`config.mk`:
```
export PLATFORM = sky130hd
export DESIGN_NAME = adcc_top
export DESIGN_NICKNAME = d
export VERILOG_FILES = /design/src/verilog/adcc_pkg.sv /design/src/verilog/adcc_top.sv
export SDC_FILE = /design/constraint.sdc
export NUM_CORES = 1
export LEC_CHECK = 0
export ABC_CLOCK_PERIOD_IN_PS = 3700
export BUFFER_PORTS_ARGS = -buffer_cell sky130_fd_sc_hd__buf_2
export CAP_MARGIN = 20
export CORE_UTILIZATION = 50
export CTS_CLUSTER_DIAMETER = 60
export DETAILED_ROUTE_END_ITERATION = 8
export PLACE_DENSITY_LB_ADDON = 0.2
export SYNTH_ARGS = -nofsm -noshare
export SYNTH_HDL_FRONTEND = slang
export SYNTH_SLANG_ARGS = --single-unit
```
`constraint.sdc`:
```
create_clock -name clk_i -period 3.7 [get_ports clk_i]
set_input_delay 0.37 -clock clk_i [delete_from_list [all_inputs] [get_ports clk_i]]
set_output_delay 0.37 -clock clk_i [all_outputs]
set_load 0.05 [all_outputs]
```
`src/verilog/adcc_pkg.sv`:
```
// Constants shared by the converter sample output control block
package adcc_pkg;
  localparam int unsigned WORD_W      = 8;
  localparam int unsigned LATENCY     = 28;
  localparam int unsigned CLK_HZ      = 50_000_000;
  localparam int unsigned CAL_TIME_MS = 190;
  localparam int unsigned CAL_CYCLES  = (CLK_HZ / 1000) * CAL_TIME_MS;
  localparam int unsigned CAL_CNT_W   = 24;
  // Wishbone register byte offsets
  localparam logic [7:0] ADR_CTRL     = 8'h00;
  localparam logic [7:0] ADR_STATUS   = 8'h04;
  localparam logic [7:0] ADR_IRQ_STAT = 8'h08;
  localparam logic [7:0] ADR_IRQ_MASK = 8'h0c;
  // Field positions
  localparam int unsigned CTRL_RECAL_BIT  = 0;
  localparam int unsigned ST_BUSY_BIT     = 0;
  localparam int unsigned ST_REF_EXT_BIT  = 1;
  localparam int unsigned ST_HALVE_BIT    = 2;
  localparam int unsigned ST_BINARY_BIT   = 3;
  localparam int unsigned ST_PIN_RST_BIT  = 4;
  localparam int unsigned ST_WORD_LSB     = 8;
  localparam int unsigned IRQ_CAL_BIT     = 0;
  localparam int unsigned IRQ_OVR_BIT     = 1;
  localparam int unsigned IRQ_W           = 2;
  // Reset values
  localparam logic [1:0] IRQ_MASK_RST = 2'h0;
  // Pin sync bits: 0 cal reset_n, 1 ref select, 2 halve_n, 3 twos_n
  localparam logic [3:0] PIN_SYNC_RST = 4'h9;
  localparam logic [7:0] CODE_MAX     = 8'hff;
  localparam logic [7:0] CODE_MIN     = 8'h00;
  typedef enum logic [2:0] {
    ST_HOLD = 3'b001,
    ST_CAL  = 3'b010,
    ST_RUN  = 3'b100
  } adcc_state_t;
endpackage : adcc_pkg

```
`src/verilog/adcc_top.sv`:
```
// Sample pipeline, output coding, calibration control and Wishbone regs
module adcc_top #(
  parameter int unsigned CAL_CYCLES = adcc_pkg::CAL_CYCLES
) (
  input  wire logic        clk_i,
  input  wire logic        rst_i,
  input  wire logic [7:0]  sample_i,
  input  wire logic        sample_over_i,
  input  wire logic        sample_under_i,
  input  wire logic        reference_source_select_i,
  input  wire logic        clock_halve_select_n_i,
  input  wire logic        twos_comp_select_n_i,
  input  wire logic        cal_reset_n_i,
  output logic [7:0]       output_bit_true_o,
  output logic [7:0]       output_bit_comp_o,
  output logic             forwarded_clock_true_o,
  output logic             forwarded_clock_comp_o,
  output logic             overrange_flag_true_o,
  output logic             overrange_flag_comp_o,
  output logic             reference_external_o,
  output logic             cal_busy_o,
  output logic             irq_o,
  input  wire logic        wb_cyc_i,
  input  wire logic        wb_stb_i,
  input  wire logic        wb_we_i,
  input  wire logic [7:0]  wb_adr_i,
  input  wire logic [3:0]  wb_sel_i,
  input  wire logic [31:0] wb_dat_i,
  output logic [31:0]      wb_dat_o,
  output logic             wb_ack_o
);
  localparam int unsigned W = adcc_pkg::WORD_W;
  localparam int unsigned L = adcc_pkg::LATENCY;
  localparam int unsigned CW = adcc_pkg::CAL_CNT_W;
  localparam logic [CW-1:0] CAL_LAST = CW'(CAL_CYCLES - 1);

  // Pin synchronisers
  logic [3:0] sync1_q, sync1_d, sync2_q, sync2_d;
  logic       pin_rst_n, pin_ref, pin_halve_n, pin_twos_n;
  always_comb begin
    sync1_d = {twos_comp_select_n_i, clock_halve_select_n_i,
               reference_source_select_i, cal_reset_n_i};
    sync2_d = sync1_q;
  end
  always_ff @(posedge clk_i) begin
    if (rst_i) begin
      sync1_q <= adcc_pkg::PIN_SYNC_RST;
      sync2_q <= adcc_pkg::PIN_SYNC_RST;
    end else begin
      sync1_q <= sync1_d;
      sync2_q <= sync2_d;
    end
  end
  assign pin_rst_n   = sync2_q[0];
  assign pin_ref     = sync2_q[1];
  assign pin_halve_n = sync2_q[2];
  assign pin_twos_n  = sync2_q[3];

  // Divider and calibration state
  adcc_pkg::adcc_state_t state_q, state_d;
  logic [CW-1:0] cnt_q, cnt_d;
  logic          div_q, div_d;
  logic          sample_en, soft_recal, cal_done;
  assign sample_en = pin_halve_n | div_q;
  assign cal_done  = (state_q == adcc_pkg::ST_CAL) && (cnt_q == CAL_LAST);
  always_comb begin
    div_d   = ~div_q;
    state_d = state_q;
    cnt_d   = cnt_q;
    case (state_q)
      adcc_pkg::ST_HOLD: begin
        cnt_d = '0;
        if (pin_rst_n) state_d = adcc_pkg::ST_CAL;
      end
      adcc_pkg::ST_CAL: begin
        cnt_d = cnt_q + CW'(1);
        if (cal_done) state_d = adcc_pkg::ST_RUN;
      end
      adcc_pkg::ST_RUN: begin
        cnt_d = '0;
        if (soft_recal) state_d = adcc_pkg::ST_CAL;
      end
      default: state_d = adcc_pkg::ST_HOLD;
    endcase
    // Pin reset low wins over everything, including a running calibration
    if (!pin_rst_n) begin
      state_d = adcc_pkg::ST_HOLD;
      cnt_d   = '0;
    end
  end
  always_ff @(posedge clk_i) begin
    if (rst_i) begin
      state_q <= adcc_pkg::ST_CAL;
      cnt_q   <= '0;
      div_q   <= 1'b0;
    end else begin
      state_q <= state_d;
      cnt_q   <= cnt_d;
      div_q   <= div_d;
    end
  end

  // Sample pipeline: bit W is the over-range mark
  logic [W:0] stage_q [L];
  logic [W:0] stage_d [L];
  logic [W-1:0] clamp_code;
  logic         in_ovr;
  logic [W:0]   stage_in;
  always_comb begin
    in_ovr = sample_over_i | sample_under_i;
    if (sample_over_i) clamp_code = adcc_pkg::CODE_MAX;
    else if (sample_under_i) clamp_code = adcc_pkg::CODE_MIN;
    else clamp_code = sample_i;
    stage_in = {in_ovr, clamp_code};
  end
  // Head of the chain is a net too, so every stage has one kind of driver
  assign stage_d[0] = sample_en ? stage_in : stage_q[0];
  for (genvar g = 1; g < L; g++) begin : g_pipe
    assign stage_d[g] = sample_en ? stage_q[g-1] : stage_q[g];
  end
  always_ff @(posedge clk_i) begin
    if (rst_i) begin
      for (int i = 0; i < L; i++) stage_q[i] <= '0;
    end else begin
      stage_q <= stage_d;
    end
  end

  // Output drivers: every pin pair comes from its own flops
  logic [W-1:0] word_q, word_d, wordn_q, wordn_d;
  logic         ovr_q, ovr_d, ovrn_q, ovrn_d;
  logic         fclk_q, fclk_d, fclkn_q, fclkn_d;
  logic         ref_q, ref_d, busy_q, busy_d;
  logic [W-1:0] last_code;
  always_comb begin
    last_code = stage_q[L-1][W-1:0];
    // Flipping the MSB maps straight binary onto two's complement,
    // so clamped codes land on the matching full-scale codes
    if (!pin_twos_n) last_code[W-1] = ~last_code[W-1];
    word_d = sample_en ? last_code : word_q;
    ovr_d  = ovr_q;
    if (sample_en) ovr_d = stage_q[L-1][W];
    if (state_d != adcc_pkg::ST_RUN) ovr_d = 1'b1;
    fclk_d = sample_en ? ~fclk_q : fclk_q;
    if (state_d == adcc_pkg::ST_HOLD) fclk_d = 1'b0;
    wordn_d = ~word_d;
    ovrn_d  = ~ovr_d;
    fclkn_d = ~fclk_d;
    ref_d   = pin_ref;
    busy_d  = state_d != adcc_pkg::ST_RUN;
  end
  always_ff @(posedge clk_i) begin
    if (rst_i) begin
      word_q  <= '0;
      wordn_q <= '1;
      ovr_q   <= 1'b1;
      ovrn_q  <= 1'b0;
      fclk_q  <= 1'b0;
      fclkn_q <= 1'b1;
      ref_q   <= 1'b0;
      busy_q  <= 1'b1;
    end else begin
      word_q  <= word_d;
      wordn_q <= wordn_d;
      ovr_q   <= ovr_d;
      ovrn_q  <= ovrn_d;
      fclk_q  <= fclk_d;
      fclkn_q <= fclkn_d;
      ref_q   <= ref_d;
      busy_q  <= busy_d;
    end
  end
  assign output_bit_true_o      = word_q;
  assign output_bit_comp_o      = wordn_q;
  assign overrange_flag_true_o  = ovr_q;
  assign overrange_flag_comp_o  = ovrn_q;
  assign forwarded_clock_true_o = fclk_q;
  assign forwarded_clock_comp_o = fclkn_q;
  assign reference_external_o   = ref_q;
  assign cal_busy_o             = busy_q;

  // Wishbone slave, interrupt status and mask
  localparam int unsigned IW = adcc_pkg::IRQ_W;
  logic [IW-1:0] stat_q, stat_d, mask_q, mask_d, evt;
  logic [31:0]   dat_q, dat_d;
  logic          ack_q, ack_d, irq_q, irq_d, req, wr, rd;
  always_comb begin
    req = wb_cyc_i & wb_stb_i & ~ack_q;
    wr  = req & wb_we_i & wb_sel_i[0];
    rd  = req & ~wb_we_i;
    soft_recal = wr && (wb_adr_i == adcc_pkg::ADR_CTRL)
                 && wb_dat_i[adcc_pkg::CTRL_RECAL_BIT];
    evt = '0;
    evt[adcc_pkg::IRQ_CAL_BIT] = cal_done;
    evt[adcc_pkg::IRQ_OVR_BIT] = (state_q == adcc_pkg::ST_RUN) & sample_en
                                 & stage_q[L-1][W];
    ack_d  = req;
    dat_d  = '0;
    mask_d = mask_q;
    stat_d = stat_q;
    if (rd && wb_adr_i == adcc_pkg::ADR_IRQ_STAT) stat_d = '0;
    stat_d = stat_d | evt; // Set wins over the read clear
    if (wr && wb_adr_i == adcc_pkg::ADR_IRQ_MASK) mask_d = wb_dat_i[IW-1:0];
    if (rd) begin
      case (wb_adr_i)
        adcc_pkg::ADR_STATUS: begin
          dat_d[adcc_pkg::ST_BUSY_BIT]    = busy_q;
          dat_d[adcc_pkg::ST_REF_EXT_BIT] = pin_ref;
          dat_d[adcc_pkg::ST_HALVE_BIT]   = ~pin_halve_n;
          dat_d[adcc_pkg::ST_BINARY_BIT]  = pin_twos_n;
          dat_d[adcc_pkg::ST_PIN_RST_BIT] = ~pin_rst_n;
          dat_d[adcc_pkg::ST_WORD_LSB +: W] = word_q;
        end
        adcc_pkg::ADR_IRQ_STAT: dat_d[IW-1:0] = stat_q;
        adcc_pkg::ADR_IRQ_MASK: dat_d[IW-1:0] = mask_q;
        default: dat_d = '0;
      endcase
    end
    irq_d = |(stat_d & mask_d);
  end
  always_ff @(posedge clk_i) begin
    if (rst_i) begin
      stat_q <= '0;
      mask_q <= adcc_pkg::IRQ_MASK_RST;
      dat_q  <= '0;
      ack_q  <= 1'b0;
      irq_q  <= 1'b0;
    end else begin
      stat_q <= stat_d;
      mask_q <= mask_d;
      dat_q  <= dat_d;
      ack_q  <= ack_d;
      irq_q  <= irq_d;
    end
  end
  assign wb_dat_o = dat_q;
  assign wb_ack_o = ack_q;
  assign irq_o    = irq_q;

  // Checks; a counter of back-to-back sample-enabled run cycles guards the latency checks
  logic [5:0] run_cnt_q;
  always_ff @(posedge clk_i) begin
    if (rst_i || !(sample_en && state_q == adcc_pkg::ST_RUN)) run_cnt_q <= '0;
    else if (run_cnt_q != 6'h3f) run_cnt_q <= run_cnt_q + 6'h01;
  end
endmodule : adcc_top
```
== Word level (Yosys, flattened, before mapping) ==
Index checks and enable logic that the tools add are counted.
Operators by class
  bitwise operators: 23
  shifts and indexed selects: 0
  multipliers: 0
  equal/unequal tests: 9
  add/subtract/negate cells: 1
  multiplexer cells: 16
  reductions and logical operators: 12
  divide/modulo/power cells: 0
  order comparisons: 0
Operator list (count)
  24-bit one-hot mux with 2 select lines: 1
  24-bit by 1-bit adder with 24-bit output (second input constant): 1
  24-bit == test (second input constant): 1
  8-bit two-way mux: 3
  8-bit by 4-bit == test with 1-bit output (second input constant): 2
  1-bit inverter: 11
  3-bit two-way mux: 3
  3-bit one-hot mux with 3 select lines: 1
  8-bit by 3-bit == test with 1-bit output (second input constant): 1
  8-bit zero test: 1
  8-bit inverter: 1
  2-bit OR reduction: 4
  1-bit bitwise AND: 7
  3-bit by 1-bit == test with 1-bit output (second input constant): 2
  2-bit one-hot mux with 3 select lines: 1
  1-bit logical AND: 5
  1-bit two-way mux: 5
  2-bit two-way mux: 2
  3-bit by 2-bit == test with 1-bit output (second input constant): 1
  3-bit == test (second input constant): 1
  3-bit != test (second input constant): 1
  3-bit OR reduction: 1
  2-bit bitwise AND: 1
  1-bit OR: 2
  2 further kinds: 2
Storage, ports and cells
  RAM bits: 0
  word-level logic and storage cells: 109
  register bits after elaboration: 348
  bits of input ports: 63
  memories kept: 0
  ROM bits: 0
  output and inout port bits: 56
  latch bits: 0

== Depth between registers and ports, before layout ==
  depth after elaboration: 12
  gate-level depth with buffers: 7
  mapped depth without buffers: 6

== Least setup slack after synthesis ==
Ideal clock, no wire load.
  path kind: input port to flip-flop
  start: input wb_adr_i[1]
  end: register dat_q[15], in the netlist wb_dat_o[15]
  library setup time: 0.061 ns
  data arrival time: 2.233 ns
  stages: 7
  path slack: 1.406 ns
  path buffers: 2
  cell sequence: or4_1 > or4_1 > buf_2 > or3_4 > nor3b_2 > buf_4 > and2_1
Between the ends
  word-level cells in the longest chain between the ends: 3
Ends and longest elaborated chain
  from (decl): line adcc_top.sv:26  | input wire logic [7:0] wb_adr_i,
  8-bit by 3-bit == test with 1-bit output: line adcc_top.sv:205  | case (wb_adr_i)
  1-bit inverter (no line)
  3-bit OR reduction (no line)
  to (signal assigned): line adcc_top.sv:231  | dat_q <= dat_d;
  to (decl): line adcc_top.sv:185  | logic [31:0] dat_q, dat_d;
Every way passes these cells.
A chain may end at the register's enable or synchronous reset.

== Worst setup path after layout ==
  start: register state_q[1]
  end: register cnt_q[9]
Between the ends
  word-level cells in the longest chain between the ends: 3
  elaborated cells between the ends (all ways): 6
  those cells by class: eq/ne: 3; mux: 1; reduce/logical: 2
Ends and longest elaborated chain
  from (decl): line adcc_top.sv:60  | adcc_pkg::adcc_state_t state_q, state_d;
  from (signal assigned): line adcc_top.sv:93  | state_q <= adcc_pkg::ST_CAL;
  from (signal assigned): line adcc_top.sv:97  | state_q <= state_d;
  3-bit == test or 3-bit by 1-bit == test with 1-bit output (tied branches): line adcc_top.sv:70  | case (state_q)
  2-bit OR reduction (no line)
  24-bit one-hot mux with 2 select lines or 2-bit nonzero test (tied branches)
  to (signal assigned): line adcc_top.sv:98  | cnt_q <= cnt_d;
  to (decl): line adcc_top.sv:61  | logic [CW-1:0] cnt_q, cnt_d;
Several ways; a longest one is shown, not always the timed one.

==> impl_results.md <==
- Critical path type: reg -> reg
- Largest net degree at the start of global routing: ~230
- Mapped cell area: 0.0117 mm²
- Antenna Cells: 0
- I/O Pins: approximately 120
- Critical Path RT: 4.12 ns
- Final min period: about 2.4 ns
- Largest cells by area after synthesis: dfxtp_1, nand2_1, a21oi_1, clkbuf_1, buf_4
- Hpwl dp: about 11,000 µm
- Maximum vdd drop: about 0.40 mV
- Clk sinks: roughly 330
- P_leak: approximately 4.6 nW
- Pre-CTS setup slack: between 0.8 and 0.9 ns
- Final hold viol count: 0
- Max Cap Viol: 0
- Worst Hold Class: in -> reg
- PnR worst setup slack: 1.29 ns
- Finish-stage setup viols: 0
- R2r setup slk: between 1 and 1.5 ns
- CTS HTree Levels: 2
- Share of power burned in combinational logic: about 5.3%
- Crit share post-route: 65.0%
- CP Cell Sequence: or3b_2 -> nor3_1 -> nand2_1 -> or2_2 -> a21oi_1
- DR vias: between 8,000 and 9,000
- Number of buffers created by CTS: 34
- Part of the power in registers: 49.6%
- Global route overflow: 0
- Worst Reg-to-Reg Cells: 5
- Initial antenna violation count: 0
- Pwr per Cell Area: between 500 and 600 mW/mm²
- Synth Instances: roughly 1,400
- Global Route Usage Sum: between 10% and 20%
- Worst rel slew slack: 34.4%
- Area Growth Syn to Fin: 12.7%
- Fmax: 0.415 GHz
- Critical path's largest stage delay: between 0.7 and 0.8 ns
- Post-synthesis average cell area: 8.16 µm²
- Crit path max-delay cell type: nor3_1
- WL/cell: between 10 and 15 µm
- Routed WL: slightly above 20,000 µm
- CP endpoint kind: flip-flop
- Pwr Total: slightly above 7 mW
- Site Rows: between 50 and 60
- YS warnings: 0
- Die height: 155 µm
- Post-CTS Hold Buffers: 0
- Cell taking the most area after synthesis: dfxtp_1
- Most frequent cell after synthesis: nand2_1
- DRT Pass-1 Iters: 5
- IO buf count: 66
- Internal Power: approximately 5.6 mW
- Post-CTS Setup Bufs: 0
- Area of the die: ~0.024 mm²
- Worst Setup EP: cnt_q[9]$_SDFFE_PP0P_
- # resized after CTS: 0
- CP arrival: approximately 2.8 ns
- CTS Root Buffer Type: clkbuf_16
- Final nets: roughly 1,500
- Starting density of the core: about half
- Outcome: finished clean
- Netlist cell types: 53
- Dominant synthesized flop cell: dfxtp_1
- R2R Path Start: state_q[1]$_SDFF_PP1_
- Startpoint Class: flip-flop
- Post-synthesis async set-or-reset flop share: 0%
- Synth top area share: 56.4%
- Worst slew pin tran: ~1 ns
- Fraction of layout instances using a drive strength above 1: 10.5%
- EDFF count, synth: 0
- First-pass GRT wire length: 35,300 µm
- Final core occ: between 50 and 60%
- Commonest cells post-synth: nand2_1, dfxtp_1, a21oi_1, clkbuf_1, nor2_1
- CTS tree: done
- Via-to-Cell Ratio: around 5
- Post-Route Skew: about 0.015 ns
- Worst-path clk slew: approximately 0.060 ns
- 1st-iter DRT viols: between 500 and 600
- Clk_lat worst skew: approximately 0.49 ns
- Final setup TNS: 0 ns
- Sequential share of the synthesized area: a little under three fifths
- Post-synthesis register bit count: about 330
- Final antenna-violating net count: 0
- RSZ-0062 raised after global routing: false
- Reg-to-Reg End: cnt_q[9]$_SDFFE_PP0P_
- Clock share of power: around 45%
- Crit-path max FO: 8
- Max-slew violation count: 0
- Sw Pwr: 1.62 mW
- Cell Count, Final, Fillers Out: between 1,500 and 2,000
- CTS Buffer Depth: 3
- Dpl cells: between 1,500 and 2,000
- DRC: 0
- GPL Wtd Cong: a little over 0.8
- Crit path launch: state_q[1]$_SDFF_PP1_
- Number of global-route vias before repair: a little under 8,000
- Die Span X: ~150 µm
- Sw Ratio: 22.3%
- Core Area: about 0.023 mm²
-- logic make-up (layout without fill, tap and decap cells) --
| logic type | after synthesis | after routing | synth area share (%) |
|---|---|---|---|
| AO/OA/AOI/OAI | 303 | 303 | 13.7 |
| flip-flops | 329 | 329 | 56.4 |
| buffers and inverters | 137 | 153 | 5.05 |
| multiplexers | 16 | 16 | 1.45 |
| adder cells (fa/ha/maj) | 1 | 1 | 0.107 |
| XOR/XNOR | 7 | 7 | 0.525 |
| other | 1 | 19 | 0.0321 |
| AND/OR/NAND/NOR | 639 | 639 | 22.8 |
-- worst min path at each step --
stage                               start                    end  slack, ns  depth (start not counted)
CTS                         cal_reset_n_i  sync1_q[0]$_SDFF_PP1_       0.04                          2
detailed placement  sync1_q[0]$_SDFF_PP1_  sync2_q[0]$_SDFF_PP1_       0.40                          1
floorplan           sync1_q[0]$_SDFF_PP1_  sync2_q[0]$_SDFF_PP1_       0.39                          1
global route                cal_reset_n_i  sync1_q[0]$_SDFF_PP1_       0.05                          2
global placement    sync1_q[3]$_SDFF_PP1_  sync2_q[3]$_SDFF_PP1_       0.39                          1
finish                      cal_reset_n_i  sync1_q[0]$_SDFF_PP1_       0.06                          2
-- per-stage QoR --
| stage | hold slack (ns) | instance area (µm²) |
|---|---|---|
| after floorplan | 0.389 | 11800 |
| after global placement | 0.394 | 12100 |
| after detailed placement | 0.403 | 12100 |
| after CTS | 0.0405 | 13200 |
| after global routing | 0.0471 | 13200 |
| final | 0.0571 | 13200 |
-- critical path: cells and delay by family, from the launching register on --
family | cells | cell delay, ns
DFF | 1 | 0.41
AOI/OAI and AO/OA | 1 | 0.13
and+or+nand+nor | 4 | 1.79
-- flip-flops by register name, indices dropped and copies added, names as in the netlist --
signal / count
cal_busy_o: 1
cnt_q: 24
div_q: 1
forwarded_clock_comp_o: 1
forwarded_clock_true_o: 1
irq_o: 1
last_code: 7
mask_q: 2
output_bit_comp_o: 8
output_bit_true_o: 8
overrange_flag_comp_o: 1
overrange_flag_true_o: 1
reference_external_o: 1
stage_q: 245
stat_q: 2
state_q: 3
sync1_q: 4
sync2_q: 4
wb_ack_o: 1
wb_dat_o: 13
-- cell usage in the layout (no fill, tap or decap), types with 3 or more instances in the layout --
| master | n |
|---|---|
| o31ai_1 | 4 |
| mux2i_1 | 9 |
| nand4_1 | 6 |
| nor3_1 | 5 |
| bufinv_16 | 3 |
| inv_1 | 20 |
| o22ai_1 | 8 |
| a21oi_1 | 251 |
| o21ai_0 | 18 |
| nand2_1 | 507 |
| buf_2 | 65 |
| mux2_2 | 7 |
| or4b_2 | 3 |
| or2_2 | 15 |
| nor2_1 | 35 |
| nand3_1 | 20 |
| buf_4 | 6 |
| conb_1 | 19 |
| o211ai_1 | 4 |
| a31oi_1 | 3 |
| xnor2_1 | 4 |
| clkbuf_8 | 3 |
| clkbuf_1 | 11 |
| clkbuf_16 | 35 |
| xor2_1 | 3 |
| dfxtp_1 | 329 |
| and2_1 | 12 |
| clkinv_2 | 5 |
| and3_1 | 4 |
| buf_12 | 4 |
| nor2b_1 | 10 |
-- layer usage --
metal / vias to the layer above / part of all wire [%] / track usage (%)
met3: 36 / 3.9 / 3.12
li1: 4659 / - / -
met5: - / 0 / 0
met2: 148 / 46 / 29.2
met1: 4091 / 48 / 21.9
met4: 0 / 2.3 / 6.03
-- power by group through the flow --
stage,clock [mW],sequential [mW],combinational [mW]
floorplan,0,3.68,0.300
global placement,0,3.68,0.384
detailed placement,0,3.68,0.385
CTS,3.37,3.60,0.385
global route,3.51,3.60,0.425
finish,3.27,3.60,0.382
-- cell type report --
cell class / count / area (µm²)
clock buffers: 48 / 945
clock inverters: 9 / 124
fillers: 2058 / 9610
inverters: 20 / 75.1
multi-input cells: 985 / 4590
flip-flops and latches: 329 / 6590
well taps: 313 / 392
repair buffers: 76 / 464
Note: power is estimated with default switching activity, not from simulation.
